File: config.mk
export PLATFORM = sky130hd
export DESIGN_NAME = ctw_core
export DESIGN_NICKNAME = d
export VERILOG_FILES = /design/src/design/ctw_pkg.sv /design/src/design/ctw_sync.sv /design/src/design/ctw_fifo.sv /design/src/design/ctw_core.sv
export VERILOG_INCLUDE_DIRS = /design/src /design/src/design
export SDC_FILE = /design/constraint.sdc
export NUM_CORES = 1
export LEC_CHECK = 0
export BUFFER_PORTS_ARGS = -buffer_cell sky130_fd_sc_hd__buf_2
export CAP_MARGIN = 25
export CORE_UTILIZATION = 56
export DETAILED_ROUTE_END_ITERATION = 10
export GPL_TIMING_DRIVEN = 1
export PLACE_DENSITY = 0.83
export SYNTH_ARGS = -nofsm -noshare
export SYNTH_HDL_FRONTEND = slang
export SYNTH_SLANG_ARGS = --single-unit
File: constraint.sdc
create_clock -name clock_i -period 6.2 [get_ports clock_i]
set_clock_uncertainty 0.15 [all_clocks]
set_input_delay 0.62 -clock clock_i [delete_from_list [all_inputs] [get_ports clock_i]]
set_output_delay 0.62 -clock clock_i [all_outputs]
set_load 0.02 [all_outputs]
File: src/design/ctw_defines.svh
/*
 * Constants of the coincidence trigger: command indices, reset values, field positions
 * and tick timing. Assumes a 100 MHz board clock and the ctw_pkg types alongside.
 */
`ifndef CTW_DEFINES_SVH
`define CTW_DEFINES_SVH
`define CTW_CLK_NS      10
`define CTW_TICK_NS     24
`define CTW_TICK_CYC    ((`CTW_TICK_NS + `CTW_CLK_NS - 1) / `CTW_CLK_NS)
`define CTW_IDX_CTRL0   8'h00
`define CTW_IDX_RPTR    8'h01
`define CTW_IDX_WPTR    8'h02
`define CTW_IDX_WLO     8'h02
`define CTW_IDX_WHI     8'h03
`define CTW_CTRL0_RST   8'h1F
`define CTW_RPTR_RST    8'h00
`define CTW_WPTR_RST    8'h06
`define CTW_WLO_RST     8'h0A
`define CTW_WHI_RST     8'h00
`define CTW_PTR_MASK    8'h7F
`define CTW_WIN_DEF     8'h06
`define CTW_WIDTH_DEF   16'h000A
`define CTW_LVL_MSB     7
`define CTW_LVL_LSB     4
`define CTW_EN_MSB      3
`define CTW_EN_LSB      0
`define CTW_REP_LAST    3'h4
`define CTW_FIFO_DEPTH  8
`endif

File: src/design/ctw_pkg.sv
/*
 * Types of the coincidence trigger: states, host commands, output words.
 * Assumes the host text parser delivers one decoded command per handshake.
 */
package ctw_pkg;
    typedef enum logic [2:0] {
        OP_NONE, OP_RESET, OP_DISABLE, OP_ENABLE, OP_DISPLAY, OP_WCTRL, OP_WTIME
    } ctw_op_t;

    typedef enum logic [1:0] {
        ST_IDLE, ST_WINDOW, ST_RECORD, ST_REPORT
    } ctw_state_t;

    typedef enum logic [1:0] {
        KIND_EDGE, KIND_SCALER, KIND_COINC, KIND_SPARE
    } ctw_kind_t;

    typedef struct packed {
        ctw_op_t    op;
        logic [7:0] idx;
        logic [7:0] val;
    } ctw_cmd_t;

    // edge word: aux = {trigger tag, rise[3:0], fall[3:0]}, data = tick offset
    // scaler word: aux = channel index, data = count
    typedef struct packed {
        ctw_kind_t   kind;
        logic [8:0]  aux;
        logic [20:0] data;
    } ctw_word_t;
endpackage

File: src/design/ctw_sync.sv
/*
 * Three-stage pin synchroniser with agreement filter, one lane per channel.
 * Assumes asynchronous pulse inputs and a shared clock enable.
 */
`timescale 1ns/1ps
module ctw_sync #(
    parameter int N = 4
) (
    input  wire logic         clock_i,
    input  wire logic         rst_i,
    input  wire logic         ce_i,
    input  wire logic [N-1:0] pin_i,
    output logic      [N-1:0] level_o
);
    genvar i;
    generate
        for (i = 0; i < N; i++)
        begin : g_lane
            logic s1_r, s2_r, s3_r, lvl_r;
            // stage one feeds stage two only; the filter looks at two and three
            always_ff @(posedge clock_i or posedge rst_i)
            begin
                if (rst_i)
                begin
                    s1_r  <= 1'b0;
                    s2_r  <= 1'b0;
                    s3_r  <= 1'b0;
                    lvl_r <= 1'b0;
                end
                else if (ce_i)
                begin
                    s1_r <= pin_i[i];
                    s2_r <= s1_r;
                    s3_r <= s2_r;
                    if (s2_r == s3_r)
                        lvl_r <= s3_r;
                end
            end
            assign level_o[i] = lvl_r;
        end
    endgenerate
endmodule

File: src/design/ctw_fifo.sv
/*
 * Flip-flop FIFO with valid/ready on both sides and honest full/empty.
 * Assumes depth is a power of two; clock enable freezes everything.
 */
`timescale 1ns/1ps
`include "ctw_defines.svh"
module ctw_fifo #(
    parameter int WIDTH = 32,
    parameter int DEPTH = `CTW_FIFO_DEPTH
) (
    input  wire logic             clock_i,
    input  wire logic             rst_i,
    input  wire logic             ce_i,
    input  wire logic             in_valid_i,
    input  wire logic [WIDTH-1:0] in_data_i,
    output logic                  in_ready_o,
    output logic                  out_valid_o,
    output logic      [WIDTH-1:0] out_data_o,
    input  wire logic             out_ready_i
);
    localparam int AW = $clog2(DEPTH);
    logic [WIDTH-1:0] mem_r [DEPTH];
    logic [AW-1:0]    wr_r;
    logic [AW-1:0]    rd_r;
    logic [AW:0]      cnt_r;
    wire              push = in_valid_i && in_ready_o && ce_i;
    wire              pop  = out_valid_o && out_ready_i && ce_i;

    assign in_ready_o  = (cnt_r != (AW+1)'(DEPTH));
    assign out_valid_o = (cnt_r != '0);
    assign out_data_o  = mem_r[rd_r];

    always_ff @(posedge clock_i)
    begin
        if (push)
            mem_r[wr_r] <= in_data_i;
    end

    always_ff @(posedge clock_i or posedge rst_i)
    begin
        if (rst_i)
        begin
            wr_r  <= '0;
            rd_r  <= '0;
            cnt_r <= '0;
        end
        else
        begin
            wr_r  <= push ? wr_r + 1'b1 : wr_r;
            rd_r  <= pop ? rd_r + 1'b1 : rd_r;
            cnt_r <= cnt_r + (AW+1)'(push) - (AW+1)'(pop);
        end
    end
endmodule

File: src/design/ctw_core.sv
/*
 * Coincidence trigger core: host command decode, control and time registers,
 * coincidence window, edge recording, scalers and scaler report stream.
 * Assumes commands arrive already parsed from the host text line, and that the
 * word sink drains the output FIFO.
 */
`timescale 1ns/1ps
`include "ctw_defines.svh"
module ctw_core (
    input  wire logic              clock_i,
    input  wire logic              rst_i,
    input  wire logic              ce_i,
    input  wire logic [3:0]        chan_i,
    input  wire logic              cmd_valid_i,
    input  wire ctw_pkg::ctw_cmd_t cmd_i,
    output logic                   cmd_ready_o,
    output logic                   trigger_o,
    output logic                   busy_o,
    output logic                   counting_o,
    output logic                   lost_o,
    output logic                   word_valid_o,
    output ctw_pkg::ctw_word_t     word_o,
    input  wire logic              word_ready_i
);
    // ******************************************************
    // declarations
    // ******************************************************
    localparam logic [1:0] TICK_LAST = 2'(`CTW_TICK_CYC - 1);

    ctw_pkg::ctw_state_t state_r;
    ctw_pkg::ctw_state_t state_nxt;
    ctw_pkg::ctw_word_t  push_word;
    logic [7:0]          ctrl0_r;
    logic [7:0]          rptr_r;
    logic [7:0]          wptr_r;
    logic [7:0]          wlo_r;
    logic [7:0]          whi_r;
    logic                run_r;
    logic                rep_pend_r;
    logic [2:0]          rep_idx_r;
    logic [1:0]          pre_r;
    logic [15:0]         tick_cnt_r;
    logic [3:0]          hit_r;
    logic [3:0]          fall_acc_r;
    logic [3:0]          prev_r;
    logic [3:0]          lvl_w;
    logic [20:0]         coinc_r;
    logic                lost_r;
    logic                trig_r;
    logic                fifo_ready;
    logic                push_edge;
    logic [20:0]         scal_w [4];

    function automatic logic [2:0] ones4(input logic [3:0] v);
        ones4 = 3'(v[0]) + 3'(v[1]) + 3'(v[2]) + 3'(v[3]);
    endfunction

    // ******************************************************
    // command decode
    // ******************************************************
    wire cmd_take   = cmd_valid_i && cmd_ready_o;
    wire do_reset   = cmd_take && (cmd_i.op == ctw_pkg::OP_RESET);
    wire do_disable = cmd_take && (cmd_i.op == ctw_pkg::OP_DISABLE);
    wire do_enable  = cmd_take && (cmd_i.op == ctw_pkg::OP_ENABLE);
    wire do_display = cmd_take && (cmd_i.op == ctw_pkg::OP_DISPLAY);
    wire do_wctrl   = cmd_take && (cmd_i.op == ctw_pkg::OP_WCTRL);
    wire do_wtime   = cmd_take && (cmd_i.op == ctw_pkg::OP_WTIME);
    wire wr_ctrl0   = do_wctrl && (cmd_i.idx == `CTW_IDX_CTRL0);
    wire wr_wlo     = do_wctrl && (cmd_i.idx == `CTW_IDX_WLO);
    wire wr_whi     = do_wctrl && (cmd_i.idx == `CTW_IDX_WHI);
    wire wr_rptr    = do_wtime && (cmd_i.idx == `CTW_IDX_RPTR);
    wire wr_wptr    = do_wtime && (cmd_i.idx == `CTW_IDX_WPTR);

    // report stalls new commands so a display is never half overwritten
    assign cmd_ready_o = (state_r != ctw_pkg::ST_REPORT);

    // ******************************************************
    // settings
    // ******************************************************
    always_ff @(posedge clock_i or posedge rst_i)
    begin
        if (rst_i)
        begin
            ctrl0_r <= `CTW_CTRL0_RST;
            rptr_r  <= `CTW_RPTR_RST;
            wptr_r  <= `CTW_WPTR_RST;
            wlo_r   <= `CTW_WLO_RST;
            whi_r   <= `CTW_WHI_RST;
        end
        else if (ce_i && do_reset)
        begin
            ctrl0_r <= `CTW_CTRL0_RST;
            rptr_r  <= `CTW_RPTR_RST;
            wptr_r  <= `CTW_WPTR_RST;
            wlo_r   <= `CTW_WLO_RST;
            whi_r   <= `CTW_WHI_RST;
        end
        else if (ce_i)
        begin
            ctrl0_r <= wr_ctrl0 ? cmd_i.val : ctrl0_r;
            wlo_r   <= wr_wlo ? cmd_i.val : wlo_r;
            whi_r   <= wr_whi ? cmd_i.val : whi_r;
            rptr_r  <= wr_rptr ? cmd_i.val : rptr_r;
            wptr_r  <= wr_wptr ? cmd_i.val : wptr_r;
        end
    end

    // too-short windows are the host's problem; hardware just obeys them
    wire [7:0]  win_ticks   = (wptr_r - rptr_r) & `CTW_PTR_MASK;
    wire [15:0] width_ticks = {whi_r, wlo_r};
    wire [3:0]  level       = ctrl0_r[`CTW_LVL_MSB:`CTW_LVL_LSB];
    wire [3:0]  en_mask     = ctrl0_r[`CTW_EN_MSB:`CTW_EN_LSB];
    wire [4:0]  need        = {1'b0, level} + 5'h01;

    // ******************************************************
    // pulse edges
    // ******************************************************
    ctw_sync #(
        .N (4)
    ) u_sync (
        .clock_i (clock_i),
        .rst_i   (rst_i),
        .ce_i    (ce_i),
        .pin_i   (chan_i),
        .level_o (lvl_w)
    );

    always_ff @(posedge clock_i or posedge rst_i)
    begin
        if (rst_i)
            prev_r <= 4'h0;
        else if (ce_i)
            prev_r <= lvl_w;
    end

    wire [3:0] rise       = lvl_w & ~prev_r;
    wire [3:0] fall       = ~lvl_w & prev_r;
    wire [3:0] start_hits = rise & en_mask & {4{run_r}};
    wire       in_idle    = (state_r == ctw_pkg::ST_IDLE);
    wire       in_window  = (state_r == ctw_pkg::ST_WINDOW);
    wire       in_record  = (state_r == ctw_pkg::ST_RECORD);
    wire       in_report  = (state_r == ctw_pkg::ST_REPORT);
    wire [3:0] hits_nxt   = in_idle ? start_hits : (hit_r | start_hits);
    wire [3:0] falls_nxt  = in_idle ? fall : (fall_acc_r | fall);
    wire       coinc_ok   = ({2'b00, ones4(hits_nxt)} >= need);
    wire       tick       = (pre_r == TICK_LAST);
    wire       expired    = (tick_cnt_r >= {8'h00, win_ticks});
    wire       rec_done   = (tick_cnt_r >= width_ticks);

    wire start    = in_idle && !rep_pend_r && (|start_hits);
    wire fire_idl = start && coinc_ok;
    wire fire_win = in_window && run_r && !expired && coinc_ok;
    wire trig_fire = fire_idl || fire_win;

    // ******************************************************
    // coincidence state machine
    // ******************************************************
    always_comb
    begin
        state_nxt = state_r;
        case (state_r)
            ctw_pkg::ST_IDLE:
                if (rep_pend_r)
                    state_nxt = ctw_pkg::ST_REPORT;
                else if (fire_idl)
                    state_nxt = ctw_pkg::ST_RECORD;
                else if (start)
                    state_nxt = ctw_pkg::ST_WINDOW;
            ctw_pkg::ST_WINDOW:
                if (!run_r || expired)
                    state_nxt = ctw_pkg::ST_IDLE;
                else if (coinc_ok)
                    state_nxt = ctw_pkg::ST_RECORD;
            ctw_pkg::ST_RECORD:
                if (!run_r || rec_done)
                    state_nxt = ctw_pkg::ST_IDLE;
            ctw_pkg::ST_REPORT:
                if (fifo_ready && rep_idx_r == `CTW_REP_LAST)
                    state_nxt = ctw_pkg::ST_IDLE;
            default:
                state_nxt = ctw_pkg::ST_IDLE;
        endcase
        if (do_reset)
            state_nxt = ctw_pkg::ST_IDLE;
    end

    always_ff @(posedge clock_i or posedge rst_i)
    begin
        if (rst_i)
        begin
            state_r    <= ctw_pkg::ST_IDLE;
            pre_r      <= 2'h0;
            tick_cnt_r <= 16'h0000;
            hit_r      <= 4'h0;
            fall_acc_r <= 4'h0;
            trig_r     <= 1'b0;
        end
        else if (ce_i)
        begin
            state_r    <= state_nxt;
            trig_r     <= trig_fire;
            hit_r      <= hits_nxt;
            fall_acc_r <= falls_nxt;
            // whole ticks counted from the first qualifying pulse
            pre_r      <= (start || tick) ? 2'h0 : pre_r + 2'h1;
            if (start)
                tick_cnt_r <= 16'h0000;
            else if (tick && tick_cnt_r != 16'hFFFF)
                tick_cnt_r <= tick_cnt_r + 16'h0001;
        end
    end

    // ******************************************************
    // run control, scalers, report
    // ******************************************************
    always_ff @(posedge clock_i or posedge rst_i)
    begin
        if (rst_i)
        begin
            run_r      <= 1'b1;
            rep_pend_r <= 1'b0;
            rep_idx_r  <= 3'h0;
            coinc_r    <= 21'h000000;
            lost_r     <= 1'b0;
        end
        else if (ce_i)
        begin
            if (do_disable)
                run_r <= 1'b0;
            else if (do_enable || do_reset)
                run_r <= 1'b1;
            rep_pend_r <= do_display || (rep_pend_r && !in_idle);
            if (!in_report)
                rep_idx_r <= 3'h0;
            else if (fifo_ready)
                rep_idx_r <= rep_idx_r + 3'h1;
            if (do_reset)
                coinc_r <= 21'h000000;
            else if (trig_fire)
                coinc_r <= coinc_r + 21'h000001;
            // overflow flag: a new drop beats the reset command's clear
            lost_r <= (lost_r && !do_reset) || (push_edge && !fifo_ready);
        end
    end

    genvar ch;
    generate
        for (ch = 0; ch < 4; ch++)
        begin : g_scal
            logic [20:0] cnt_r;
            always_ff @(posedge clock_i or posedge rst_i)
            begin
                if (rst_i)
                    cnt_r <= 21'h000000;
                else if (ce_i && do_reset)
                    cnt_r <= 21'h000000;
                else if (ce_i && run_r && rise[ch])
                    cnt_r <= cnt_r + 21'h000001;
            end
            assign scal_w[ch] = cnt_r;
        end
    endgenerate

    // ******************************************************
    // output words
    // ******************************************************
    wire rec_edge  = in_record && run_r && !rec_done && (|(rise | fall));
    assign push_edge = trig_fire || rec_edge;
    wire last_rep  = (rep_idx_r == `CTW_REP_LAST);
    wire push_any  = push_edge || in_report;
    wire [20:0] rep_data = last_rep ? coinc_r : scal_w[rep_idx_r[1:0]];

    always_comb
    begin
        push_word.kind = ctw_pkg::KIND_EDGE;
        push_word.aux  = {trig_fire, hits_nxt | (rise & ~en_mask), falls_nxt};
        push_word.data = {5'h00, tick_cnt_r};
        if (rec_edge && !trig_fire)
            push_word.aux = {1'b0, rise, fall};
        if (in_report)
        begin
            push_word.kind = last_rep ? ctw_pkg::KIND_COINC : ctw_pkg::KIND_SCALER;
            push_word.aux  = {6'h00, rep_idx_r};
            push_word.data = rep_data;
        end
    end

    ctw_fifo #(
        .WIDTH ($bits(ctw_pkg::ctw_word_t)),
        .DEPTH (`CTW_FIFO_DEPTH)
    ) u_fifo (
        .clock_i     (clock_i),
        .rst_i       (rst_i),
        .ce_i        (ce_i),
        .in_valid_i  (push_any),
        .in_data_i   (push_word),
        .in_ready_o  (fifo_ready),
        .out_valid_o (word_valid_o),
        .out_data_o  (word_o),
        .out_ready_i (word_ready_i)
    );

    assign trigger_o  = trig_r;
    assign busy_o     = !in_idle;
    assign counting_o = run_r;
    assign lost_o     = lost_r;
endmodule

; After elaboration in Yosys (flattened, before gate mapping)
; Memories as Yosys holds them, arrays and structs flattened.
; Index checks and enable logic that the tools add are counted.
[op_classes]
reduce_logical = 86
mux = 52
add_sub_neg = 17
n_eq_ne = 26
magnitude_cmp = 4
bitwise = 13
[op_table]
columns = cell, n
row1 = 21-bit two-way mux, 13
row2 = 21-bit by 1-bit adder with 21-bit output (second input constant), 5
row3 = 8-bit two-way mux, 9
row4 = 21-bit binary-select mux with 2-bit select, 1
row5 = 7-bit two-way mux, 6
row6 = 1-bit logical AND, 37
row7 = 16-bit two-way mux, 2
row8 = 32-bit two-way mux, 1
row9 = 2-bit AND reduction, 13
row10 = 2-bit nonzero test, 13
row11 = 4-bit bitwise AND, 5
row12 = 2-bit two-way mux, 10
row13 = 16-bit by 1-bit adder with 16-bit output (second input constant), 1
row14 = 8-bit by 2-bit == test with 1-bit output (second input constant), 2
row15 = 16-bit greater-or-equal comparator, 1
row16 = 16-bit by 7-bit greater-or-equal comparator with 1-bit output, 1
row17 = 16-bit inequality test (second input constant), 1
row18 = 4-bit OR, 4
row19 = 3-bit == test (second input constant), 4
row20 = 4-bit inverter, 3
row21 = 3-bit by 1-bit adder with 3-bit output (second input constant), 3
row22 = 1-bit logical OR, 9
row23 = 9-bit two-way mux, 1
row24 = 8-bit by 1-bit == test with 1-bit output (second input constant), 1
row25 = other kinds (31), 52
[totals]
in_bits = 28
output_inout_bits = 38
register_bits = 208
n_memories = 1
ramBits = 256
word_cells = 239
[memory_table]
columns = memory, depth, width, rd, rd_clocked_by_memory_dff, wr, line
row1 = u_fifo.mem_r, 8, 32, 1, 0, 1, ctw_fifo.sv:22  ; logic [WIDTH-1:0] mem_r [DEPTH];

; Logic depth before layout (Yosys ltp)
; Gate-level depths: netlist (run 1).
[depth]
word_depth = 18
depth_mapped = 20
depth_no_buf = 19

; By module
; Synthesis (run 1) repeated with hierarchy kept, for this count alone.
[unflattened]
hier_cells = 1640
area_unflattened_um2 = 21954.8
[by_module_without_submodules]
columns = module, cells_each, area_per_inst_um2, n_inst, seq_area_each_um2
row1 = ctw_core, 1159, 10955.5, 1, 4566.9
row2 = ctw_fifo, 426, 10328.7, 1, 7937.6
row3 = ctw_sync, 55, 670.6, 1, 400.4

; Worst setup path after synthesis (run 1)
; No wires, ideal clock.
[synth_path]
path_type = register to register
startpoint = reg state_r[0]
endpoint = mem u_fifo.mem_r[6][0], enable pin
required_ns = 5.658
path_buffers = 3
synth_period_minus_slack_ns = 4.898
setup_slack_ns = 1.302
arrival_ns = 4.356
setup_ns = 0.392
stages_incl_launch_ff = 16
cell_sequence = dfrtp_1 -> buf_2 -> or2_4 -> clkbuf_1 -> a32o_1 -> fa_1 -> ha_1 -> ha_1 -> ha_1 -> o21ai_0 -> a21oi_1 -> o221a_4 -> nand2_1 -> a31oi_2 -> buf_4 -> and4b_1
[synth_between]
elab_chain_len = 14
elab_cells_between_ends = 25
cone_classes = add/sub: 3 / order compare: 1 / eq/ne: 3 / mux: 3 / reduce/logical: 15
[synth_rtl]
columns = element, line
row1 = from (decl), ctw_core.sv:30  ; ctw_pkg::ctw_state_t state_r;
row2 = from (signal assigned), ctw_core.sv:191  ; state_r <= ctw_pkg::ST_IDLE;
row3 = from (signal assigned), ctw_core.sv:200  ; state_r <= state_nxt;
row4 = 2-bit zero test (*), ctw_core.sv:139  ; wire in_idle = (state_r == ctw_pkg::ST_IDLE);
row5 = 4-bit two-way mux (*), ctw_core.sv:143  ; wire [3:0] hits_nxt = in_idle ? start_hits : (hit_r | start_hits);
row6 = named net hits_nxt[0], ctw_core.sv:143
row7 = 1-bit by 1-bit adder with 2-bit output (*), ctw_core.sv:55  ; ones4 = 3'(v[0]) + 3'(v[1]) + 3'(v[2]) + 3'(v[3]);
row8 = 2-bit by 1-bit adder with 3-bit output (*), ctw_core.sv:55
row9 = 3-bit by 1-bit adder with 3-bit output (*), ctw_core.sv:55
row10 = 3-bit by 5-bit greater-or-equal comparator with 1-bit output (*), ctw_core.sv:145  ; wire coinc_ok = ({2'b00, ones4(hits_nxt)} >= need);
row11 = "1-bit logical AND, on equally long branches", "ctw_core.sv:151, ctw_core.sv:152"
row12 = 1-bit logical OR (*), ctw_core.sv:153  ; wire trig_fire = fire_idl || fire_win;
row13 = 1-bit logical OR (*), ctw_core.sv:268  ; assign push_edge = trig_fire || rec_edge;
row14 = 1-bit logical OR (*), ctw_core.sv:270  ; wire push_any = push_edge || in_report;
row15 = 1-bit logical AND (*) (2 in series), ctw_fifo.sv:26  ; wire push = in_valid_i && in_ready_o && ce_i;
row16 = named net u_fifo.push, ctw_fifo.sv:26
row17 = 1-bit two-way mux (*), ctw_fifo.sv:35  ; if (push)
row18 = 1-bit two-way mux (not written as such) (*), ctw_fifo.sv:36  ; mem_r[wr_r] <= in_data_i;
row19 = to (decl), ctw_fifo.sv:22
; The timed path passes the listed nets; every way through them passes the cells marked *.

; Worst setup path in the final report (run 1)
[layout_path]
startpoint = reg state_r[0]
endpoint = mem u_fifo.mem_r[3][15], enable pin
[layout_between]
elab_chain_len = 14
elab_cells_between_ends = 25
cone_classes = add/sub: 3 / order compare: 1 / eq/ne: 3 / mux: 3 / reduce/logical: 15
[layout_rtl]
columns = element, line
row1 = 2-bit zero test (*), ctw_core.sv:139
row2 = 4-bit two-way mux (*), ctw_core.sv:143
row3 = named net hits_nxt[0], ctw_core.sv:143
row4 = 1-bit by 1-bit adder with 2-bit output (*), ctw_core.sv:55
row5 = 2-bit by 1-bit adder with 3-bit output (*), ctw_core.sv:55
row6 = 3-bit by 1-bit adder with 3-bit output (*), ctw_core.sv:55
row7 = 3-bit by 5-bit greater-or-equal comparator with 1-bit output (*), ctw_core.sv:145
row8 = "1-bit logical AND, on equally long branches", "ctw_core.sv:151, ctw_core.sv:152"
row9 = 1-bit logical OR (*), ctw_core.sv:153
row10 = 1-bit logical OR (*), ctw_core.sv:268
row11 = 1-bit logical OR (*), ctw_core.sv:270
row12 = 1-bit logical AND (*) (2 in series), ctw_fifo.sv:26
row13 = 1-bit two-way mux (*), ctw_fifo.sv:35
row14 = 1-bit two-way mux (not written as such) (*), ctw_fifo.sv:36
; Marks and branches as above.

==> metrics.md, run 1 <==
| Metric | Value |
|---|---|
| Run status | finished clean |
| Syn nets | 1742 |
| Wire per inst | 22.4 µm |
| Final Max Tran Viols | 0 |
| Buffer depth of the longest clock path | 3 |
| R2R depth | 13 |
| Post-synth EDFFs | 256 |
| Placed cells | 2174 |
| Vias in the first global route | roughly 14000 |
| CP Data Required Time | approximately 6300 ps |
| Seq cells post-synth | between 400 and 500 |
| Hold Path Stages | 2 |
| R2R Setup Slk | about 1400 ps |
| Ant diodes | 0 |
| Mapped Cells | between 1500 and 2000 |
| Max-Cap Viols | 0 |
| Sequential power share | between 40% and 50% |
| Crit. End Element | flip-flop |
| Initial Util | 57.2% |
| Placed Area | about 23000 µm² |
| Placer Congestion | 0.986 |
| Clock slew at reported path FFs | roughly 70 ps |
| Initial DRC count | 1361 |
| Combinational share of power | between 30% and 40% |
| Sink Count | 464 |
| Critical Path AT | 4840 ps |
| Area grow syn2layout | 11.4% |
| Die span in y | slightly below 200 µm |
| Non-filler cells, final | 2262 |
| Die width | between 150 and 200 µm |
| Clk Tree Root Cell | clkbuf_16 |
| Slew headroom | between 20% and 30% |
| Most frequent cells in the layout | 256 x edfxtp_1, 196 x dfrtp_1, 159 x nor2_1 |
| Crit start category | flip-flop |
| Vias per inst | a little over 6 |
| Fmax | ~210 MHz |
| Unrepaired setup endpoints after global routing | false |
| Tot GR Track Use | between 20% and 30% |
| Internal power | around 0.0068 W |
| Cell taking the most area after synthesis | edfxtp_1 |
| NumNets Final | around 1800 |
| Pleak | around 9.4 nW |
| Detailed Place HPWL | ~32 mm |
| Share of cells above drive strength 1 | a little under a fifth |
| CTS tree | built |
| Main flop type after synthesis | edfxtp_1 |
| Switching share of power | between 30 and 40% |
| Clk pwr share | 27.9% |
| Final min period | ~4800 ps |
| Remaining DRCs | 0 |
| Final instance area | 24200 µm² |
| Core Rows | just over 70 |
| Setup Buffers After CTS | 0 |
| Post-synth top area share | between 30% and 40% |
| Pre-Repair DR Iteration Count | 6 |
| Commonest non-fill, non-tap cell in the layout | edfxtp_1 |
| R2R Path End | u_fifo.mem_r[3][15] |
| First-pass GRT wire length | between 70 and 80 mm |
| Setup TNS | 0 ps |
| DR vias | 13900 |
| Die area | 39500 µm² |
| Core box area | ~38000 µm² |
| Critical Path Source | state_r[0] |
| Cell Area, Synth | around 22000 µm² |
| Hold Fails Final Rpt | 0 |
| Initial antenna violation count | 0 |
| Crit share post-route | between 70% and 80% |
| R2r startpoint | state_r[0] |
| Worst vdd ir | around 0.25 mV |
| CTS buffer count | 46 |
| GR Overflow Total | 0 |
| Final setup viols | 0 |
| Max FO, Critical Path | 32 |
| Post-route ant nets | 0 |
| Final worst slack | 1410 ps |
| Post-synth cell types | 67 |
| Htree depth | 2 |
| Cell Pwr Density | between 400 and 500 nW/µm² |
| Worst-Margin Slew | 1130 ps |
| Avg Inst Size Synth | 13.1 µm² |
| Post-place setup slack | around 1500 ps |
| Routed WL | roughly 51 mm |
| Worst setup path class | flip-flop to flip-flop |
| Largest net degree at the start of global routing | around 110 |
| Ports | 66 |
| WHS Endpoint | u_sync.g_lane[1].s1_r |
| Yosys warning total | 0 |
| Post-synthesis sequential area ratio | between 50% and 60% |
| Hold Startpoint | chan_i[1] |
| Top cells by area, synth | edfxtp_1 35%, dfrtp_1 23%, mux4_2 8.8% |
| Async SR Flop Fraction | 44.8% |
| Worst-skew pair later-pin latency | 570 ps |
| Hold Crit Class | input port to flip-flop |
| Switch Pwr | ~0.0034 W |
| Design Power | between 0.01 and 0.015 W |
| Port bufs | 65 |
[stage by stage]
| stage | hold slack (ps) | utilization (%) |
|---|---|---|
| 6_report | 143 | 63.7 |
| 5_1_grt | 139 | 63.7 |
| 4_1_cts | 128 | 63.5 |
| 3_5_place_dp | 323 | 59.5 |
| 3_3_place_gp | 312 | 59.5 |
| 2_1_floorplan | 300 | - |
[metal layers]
layer	up-vias	routed length, µm	global-route usage, %	share of wire, %
met2	544	25600	45.9	51
met3	117	3160	3.14	6.2
met5	-	0	0	0
met4	0	1650	9.77	3.3
met1	7044	20200	34.5	40
li1	6222	-	-	-
[area by class of cell]
cell class	instances	area, µm²
fill	2711	13800
sequential	464	12900
multi-input combinational	1039	8230
clock buffer	54	1200
tap	511	639
timing repair buffer	92	583
clock inverter	29	337
inverter	73	278
[what timing repair did]
item,in CTS,in global routing
resized for setup,0,0
endpoints found under the hold margin,0,2
hold buffers,0,1
[power by group through the flow]
stage,logic [W],registers (W),clock network [W]
2_1_floorplan,0.00230,0.00411,0
3_3_place_gp,0.00291,0.00428,0
3_5_place_dp,0.00303,0.00432,0
4_1_cts,0.00309,0.00427,0.00288
5_1_grt,0.00336,0.00432,0.00300
6_report,0.00310,0.00427,0.00286
[worst max-delay path, cell delays in order (launching register included)]
cell and delay, ps:
dfrtp_1 470, or2_4 370, a32o_1 260, fa_1 480, ha_1 210, ha_1 280
ha_1 280, o21ai_0 60, a21oi_1 210, o221a_4 270, nand2_1 140, a31oi_2 490
and4b_1 290, buf_4 430
[synth_stat cells, types with 8 or more instances]
cell,n
edfxtp_1,256
dfstp_2,10
and4_1,8
o31ai_1,8
dfrtp_1,198
inv_1,71
nor2_1,159
nand4_1,33
a32o_1,10
nand3_1,65
buf_1,14
mux4_2,85
a31oi_1,21
ha_1,60
mux2_2,46
buf_2,15
nor2b_1,8
o21ai_0,58
and3_1,18
a21oi_1,53
xor2_1,68
xnor2_1,31
or3_1,18
mux2i_1,30
clkbuf_1,44
nor3_1,14
or4_1,10
nand2_1,145
[sequential cells by signal (all words and copies together) (netlist names), 7 cells and up]
signal        flops
coinc_r          21
ctrl0_r           8
g_scal.cnt_r     84
rptr_r            7
tick_cnt_r       16
u_fifo.mem_r    256
whi_r             8
wlo_r             8
wptr_r            7
[kinds of logic after synthesis]
family	after synthesis	synth area share, %
compound gates	195	6.00
flops	464	59.5
fa+ha+maj	63	3.74
mux	161	12.6
buf+inv	148	2.70
simple gates	521	11.5
xor+xnor	99	4.00
[worst max-delay path by stage]
| stage | end |
|---|---|
| 4_1_cts | u_fifo.mem_r[3][19] |
| 2_1_floorplan | u_fifo.mem_r[6][0] |
| 3_5_place_dp | u_fifo.mem_r[5][9] |
| 5_1_grt | u_fifo.mem_r[3][15] |
| 3_3_place_gp | u_fifo.mem_r[3][19] |
| 6_report | u_fifo.mem_r[3][15] |
Note: power is estimated with default switching activity, not from simulation.
==> inputs of run 2 (changes only) <==
--- a/config.mk
+++ b/config.mk
@@ -6,12 +6,13 @@
 export SDC_FILE = /design/constraint.sdc
 export NUM_CORES = 1
 export LEC_CHECK = 0
+export ABC_AREA = 1
 export BUFFER_PORTS_ARGS = -buffer_cell sky130_fd_sc_hd__buf_2
 export CAP_MARGIN = 25
-export CORE_UTILIZATION = 56
+export CORE_UTILIZATION = 58
 export DETAILED_ROUTE_END_ITERATION = 10
 export GPL_TIMING_DRIVEN = 1
-export PLACE_DENSITY = 0.83
+export PLACE_DENSITY = 0.82
 export SYNTH_ARGS = -nofsm -noshare
 export SYNTH_HDL_FRONTEND = slang
 export SYNTH_SLANG_ARGS = --single-unit
==> constraint.sdc (replaced) <==
create_clock -name clock_i -period 5 [get_ports clock_i]
set_clock_uncertainty 0.15 [all_clocks]
set_input_delay 0.5 -clock clock_i [delete_from_list [all_inputs] [get_ports clock_i]]
set_output_delay 0.5 -clock clock_i [all_outputs]
set_load 0.02 [all_outputs]
==> run 2 against run 1 <==
Effect of this change:
- synthesized cell count up 48%
- register-to-register slack worse by 890 ps
- core utilization increased by 2.0 points
- non-clock buffer count rose by 22
- die area is 1.3% higher
- cell area rose by 5.0%
- setup slack got worse by 890 ps
- sequential power up 18%
- wire length rose by 13%
- largest power group unchanged
==> metrics.md, run 2 <==
| Metric | Value |
|---|---|
| Run status | finished clean |
| Die area | roughly 40000 µm² |
| Tot GR Track Use | 28.9% |
| Most flop-heavy register | u_fifo.mem_r |
| Die span in y | approximately 200 µm |
| Max-Cap Viols | 0 |
| Syn nets | 2536 |
| Multi-input gate area | 8480 µm² |
| CTS tree | built |
| Core Rows | between 70 and 80 |
| Ports | between 60 and 70 |
| Detailed Place HPWL | 37.6 mm |
| Leading cell type by number of instances after synthesis | nor2_1 |
| Hold Path Stages | 3 |
| Async SR Flop Fraction | 44.8% |
| CP Buf/Inv Count | 2 |
| WHS Endpoint | u_sync.g_lane[2].s1_r |
| Clock slew at reported path FFs | 60 ps |
| Post-cts sizing count | 0 |
| Share of cells above drive strength 1 | a little over a tenth |
| Cell mode on critical path | nand2_1 |
| Worst-skew pair later-pin latency | roughly 570 ps |
| Register area | 12900 µm² |
| R2R Path End | u_fifo.mem_r[6][12] |
| Crit start category | flip-flop |
| Remaining DRCs | 0 |
| Post-synth top area share | approximately 34% |
| CTS buffer count | 48 |
| Worst vdd ir | 0.416 mV |
| Layout fillers | ~3000 |
| CP Data Required Time | approximately 5000 ps |
| Final Max Tran Viols | 0 |
| Top cells by area, synth | edfxtp_1 34%, dfrtp_1 22%, nor2_1 6.1% |
| Max FO, Critical Path | 32 |
| Fmax | between 200 and 250 MHz |
| Cell taking the most area after synthesis | edfxtp_1 |
| Yosys warning total | 0 |
| DR vias | about 18000 |
| Crit path max-delay family | adder cells |
| Setup Buffers After CTS | 0 |
| Wire per inst | approximately 19 µm |
| Worst-Margin Slew | 1020 ps |
| Pleak | approximately 11 nW |
| Ant diodes | 0 |
| Synth top cells by count | 370 x nor2_1, 365 x nand2_1, 266 x o21ai_0 |
| NumNets Final | 2595 |
| Mapped Cells | approximately 2400 |
| Port bufs | 65 |
| Main flop type after synthesis | edfxtp_1 |
| Max reg flops | approximately 260 |
| Htree depth | 2 |
| Slew headroom | around a third |
| Worst path cell trace | nand3_2, o21ai_0, fa_1, ha_1, ha_1, ha_1, o21ai_0, nand2_1, nand2_1, nand2_1, nand2_1, inv_1, nand2_2, nand3_1, nand3_1, nor2_4, buf_4 |
| R2R depth | 17 |
| Largest net degree at the start of global routing | about 110 |
| Most frequent cells in the layout | 365 x nand2_1, 362 x nor2_1, 266 x o21ai_0 |
| Max incr delay on CP | 690 ps |
| Cell Area, Synth | ~23000 µm² |
| Core box area | slightly below 40000 µm² |
| Final min period | roughly 4500 ps |
| Post-synth cell types | 61 |
| Pre-Repair DR Iteration Count | 7 |
| Buffer depth of the longest clock path | 3 |
| Initial DRC count | 1930 |
| Die width | 200 µm |
| Placer Congestion | ~0.96 |
| Initial antenna violation count | 0 |
| Critical Path AT | 4540 ps |
| Vias in the first global route | 17600 |
| Seq cells post-synth | between 400 and 500 |
| First-pass GRT wire length | 92.5 mm |
| Routed WL | ~57 mm |
| Clk Tree Root Cell | clkbuf_16 |
| Crit. End Element | flip-flop |
| Hold slack | approximately 31 ps |
| Post-route ant nets | 0 |
| R2R Setup Slk | around 520 ps |
| Worst setup path class | flip-flop to flip-flop |
| Avg Inst Size Synth | ~9.3 µm² |
| Slowest stage cell, crit path | dfstp_2 |
| Setup TNS | 0 ps |
| Area grow syn2layout | 11.5% |
| Initial Util | about three fifths |
| Crit share post-route | approximately nine tenths |
| Unrepaired setup endpoints after global routing | false |
| R2r startpoint | counting_o |
| Vias per inst | 5.88 |
| Placed Area | between 20000 and 25000 µm² |
| Final instance area | 25400 µm² |
| Cell Pwr Density | 515 nW/µm² |
| Final setup viols | 0 |
| Post-synth EDFFs | between 200 and 300 |
| Hold Startpoint | chan_i[2] |
| Commonest non-fill, non-tap cell in the layout | nand2_1 |
| Sink Count | 464 |
| Hold Fails Final Rpt | 0 |
| GR Overflow Total | 0 |
| Largest regs | u_fifo.mem_r: 256 flops, g_scal.cnt_r: 84 flops, coinc_r: 21 flops |
| Post-synthesis sequential area ratio | between 50% and 60% |
| Hold Crit Class | input port to flip-flop |
## run 2: repair_timing
item | 4_1_cts | 5_1_grt
setup endpoints to repair | 0 | 0
hold buffers | 4 | 0
endpoints found under the hold margin | 8 | 0
## run 2: area by class of cell
cell class | instances | share of cell area (%)
clock buffers | 68 | 5.43
clock inverters | 21 | 0.759
inverters | 262 | 3.89
multi-input cells | 1614 | 33.4
flip-flops and latches | 464 | 50.8
well taps | 518 | 2.55
repair buffers | 114 | 3.14
## run 2: cells by family after synthesis
logic type	after synthesis	synth area share, %
compound gates	538	13.3
xor+xnor	38	1.46
fa+ha+maj	63	3.56
buf+inv	367	6.33
flops	464	56.7
simple gates	975	18.6
## run 2: worst max-delay path by stage
stage | startpoint | end | slack [ps] | cells past startpoint
6_report | counting_o | u_fifo.mem_r[6][12] | 520 | 17
3_3_place_gp | counting_o | u_fifo.mem_r[6][10] | 600 | 17
5_1_grt | counting_o | u_fifo.mem_r[6][13] | 250 | 17
2_1_floorplan | counting_o | u_fifo.mem_r[0][0] | 180 | 17
4_1_cts | counting_o | u_fifo.mem_r[6][12] | 520 | 17
3_5_place_dp | counting_o | u_fifo.mem_r[6][8] | 520 | 17
## run 2: tightest hold or removal path, delay by kind of cell
family	cells	cell delay, ps
buffers and inverters	1	70
and+or+nand+nor	2	120
## run 2: per-stage QoR
step	util (%)	total power, W	setup slack (ps)	instances
2_1_floorplan	-	0.00812	176	2445
3_3_place_gp	61.4	0.00933	601	2966
3_5_place_dp	61.5	0.00954	524	2967
4_1_cts	65.6	0.0131	516	3060
5_1_grt	65.7	0.0138	249	3061
6_report	65.7	0.0131	517	3061
## run 2: metal layers
metal / GRT usage (%) / vias up / wire, µm
met4: 10.1 / 0 / 1700
met2: 47.1 / 808 / 27000
met3: 3.92 / 120 / 4740
li1: - / 8470 / -
met5: 0 / - / 0
met1: 40.0 / 8601 / 23800
## run 2: where the power goes
part,switching (W),total [W],internal [W]
logic,0.00310,0.00450,0.00140
clock network,0.00149,0.00353,0.00203
registers,0.000345,0.00505,0.00471
total,0.00494,0.0131,0.00814
==> inputs of run 3 (changes only) <==
--- a/config.mk
+++ b/config.mk
@@ -6,7 +6,6 @@
 export SDC_FILE = /design/constraint.sdc
 export NUM_CORES = 1
 export LEC_CHECK = 0
-export ABC_AREA = 1
 export BUFFER_PORTS_ARGS = -buffer_cell sky130_fd_sc_hd__buf_2
 export CAP_MARGIN = 25
 export CORE_UTILIZATION = 58
==> constraint.sdc (replaced) <==
create_clock -name clock_i -period 5.2 [get_ports clock_i]
set_clock_uncertainty 0.15 [all_clocks]
set_input_delay 0.52 -clock clock_i [delete_from_list [all_inputs] [get_ports clock_i]]
set_output_delay 0.52 -clock clock_i [all_outputs]
set_load 0.02 [all_outputs]
==> run 3 against run 2 <==
Effect of this change:
- fmax shrank 6.3%
- clock power shrank 9.9%
- clock-buffer cell count shrank 4
- critical path type unchanged
==> metrics.md, run 3 (synthesis results as in run 1) <==
| Metric | Value |
|---|---|
| Run status | finished clean |
| Vias in the first global route | approximately 14000 |
| Remaining DRCs | 0 |
| Post-route ant nets | 0 |
| Initial Util | 59.1% |
| Hold slack | approximately 26 ps |
| Max-Cap Viols | 0 |
| Worst-Margin Slew | roughly 1100 ps |
| Final Max Tran Viols | 0 |
| Max reg flops | between 200 and 300 |
| First-pass GRT wire length | just under 80 mm |
| CP Data Required Time | 5260 ps |
| Placed cells | ~2100 |
| Ant diodes | 0 |
| Worst-skew pair later-pin latency | roughly 590 ps |
| Hold Buf Count CTS | 0 |
| Largest net degree at the start of global routing | approximately 130 |
| Die width | a little under 200 µm |
| Pleak | between 9 and 10 nW |
| Crit start category | flip-flop |
| Area grow syn2layout | 11.0% |
| Most frequent cells in the layout | 256 x edfxtp_1, 196 x dfrtp_1, 159 x nor2_1 |
| Final min period | about 4800 ps |
| Share of cells above drive strength 1 | a little under a fifth |
| Tot GR Track Use | 27.0% |
| Critical Path AT | between 4000 and 5000 ps |
| Routed WL | between 50 and 60 mm |
| Largest regs | u_fifo.mem_r: 256 flops, g_scal.cnt_r: 84 flops, coinc_r: 21 flops |
| GR Overflow Total | 0 |
| Die area | between 30000 and 40000 µm² |
| Worst setup path class | flip-flop to flip-flop |
| Htree depth | 2 |
| Buffer depth of the longest clock path | 3 |
| Unrepaired setup endpoints after global routing | false |
| Clock slew at reported path FFs | around 60 ps |
| Max FO, Critical Path | 32 |
| Crit. End Element | flip-flop |
| Placer Congestion | between 0.9 and 1 |
| Commonest non-fill, non-tap cell in the layout | edfxtp_1 |
| Detailed Place HPWL | between 30 and 40 mm |
| Post-cts sizing count | 0 |
| Port bufs | 65 |
| Setup TNS | 0 ps |
| Most flop-heavy register | u_fifo.mem_r |
| Cell Pwr Density | between 400 and 500 nW/µm² |
| Non-filler cells, final | 2223 |
| Layout fillers | roughly 2500 |
| Crit share post-route | between 90% and 100% |
| Clk Tree Root Cell | clkbuf_16 |
| Initial antenna violation count | 0 |
| DR vias | about 14000 |
| NumNets Final | about 1800 |
| Wire per inst | roughly 22 µm |
| Hold Fails Final Rpt | 0 |
| Final setup viols | 0 |
| Pre-Repair DR Iteration Count | 5 |
| Slew headroom | 28.1% |
| Initial DRC count | about 1300 |
| CTS tree | built |
| Core box area | ~37000 µm² |
| Vias per inst | 6.26 |
| CTS buffer count | 46 |
| Worst vdd ir | about 0.33 mV |
| Die span in y | around 200 µm |
| Core Rows | 70 |
| Ports | 66 |
| Setup Buffers After CTS | 0 |
| Fmax | around 210 MHz |
| Hold Crit Class | input port to flip-flop |
| Sink Count | approximately 460 |
[run 3: cell count changes in the layout (fill, tap and decap cells not counted), sizes merged, moves of 20 or more]
| cell | change |
|---|---|
| xor2 | +40 |
| mux2i | +30 |
| mux4 | +85 |
| nor2 | -221 |
| mux2 | +46 |
| o22ai | -40 |
| a21oi | -61 |
| nor3 | -41 |
| inv | -179 |
| nand2 | -227 |
| o21ai | -223 |
| a31oi | -20 |
| xnor2 | +21 |
| nand3 | -37 |
[run 3: through the flow]
step	setup slack [ps]	utilization, %	total power [W]	instance area (µm²)
global placement	613	61.4	0.00860	22500
detailed placement	490	61.5	0.00878	22600
CTS	481	65.4	0.0120	24000
finish	414	65.6	0.0120	24100
floorplan	302	-	0.00765	21700
global route	182	65.6	0.0125	24100
[run 3: routing by layer]
metal  GRT usage [%]  wire length, µm
met2            45.8            25000
met3            3.82             3330
met4            8.63             1280
met1            36.2            20400
met5               0                0
[run 3: cell type report]
cell class | instances | area (µm²) | share of cell area (%)
Inverter | 73 | 278 | 1.15
Clock buffer | 64 | 1270 | 5.27
Multi-Input combinational cell | 1039 | 8220 | 34.1
Tap cell | 468 | 586 | 2.43
Timing Repair Buffer | 96 | 643 | 2.67
Clock inverter | 19 | 174 | 0.722
Sequential cell | 464 | 12900 | 53.6
[run 3: path summary, 6_finish.rpt]
check / from / slack, ps / cells after the start / endpoint
max in group asynchronous: rst_i / 3760 / 4 / g_scal[2].cnt_r[13]
worst min-delay path: chan_i[3] / 30 / 2 / u_sync.g_lane[3].s1_r
worst min register to register: pre_r[1] / 350 / 2 / pre_r[1]
worst max register to register: state_r[0] / 410 / 13 / u_fifo.mem_r[5][11]
min in group asynchronous: rst_i / 450 / 4 / g_scal[3].cnt_r[2]
worst max-delay path: state_r[0] / 410 / 13 / u_fifo.mem_r[5][11]
[run 3: report_power, final]
group          internal, W  switching (W)
clock              0.00174        0.00144
combinational      0.00153        0.00222
sequential         0.00464       0.000419
[run 3: critical path: stages, from the launching register on]
cell,delay [ps]
dfrtp_1,470
or2_4,370
a32o_1,260
fa_1,480
ha_1,210
ha_1,290
ha_1,290
o21ai_0,70
a21oi_1,190
o221a_4,260
nand2_1,150
a31oi_2,490
and4b_1,280
buf_4,450
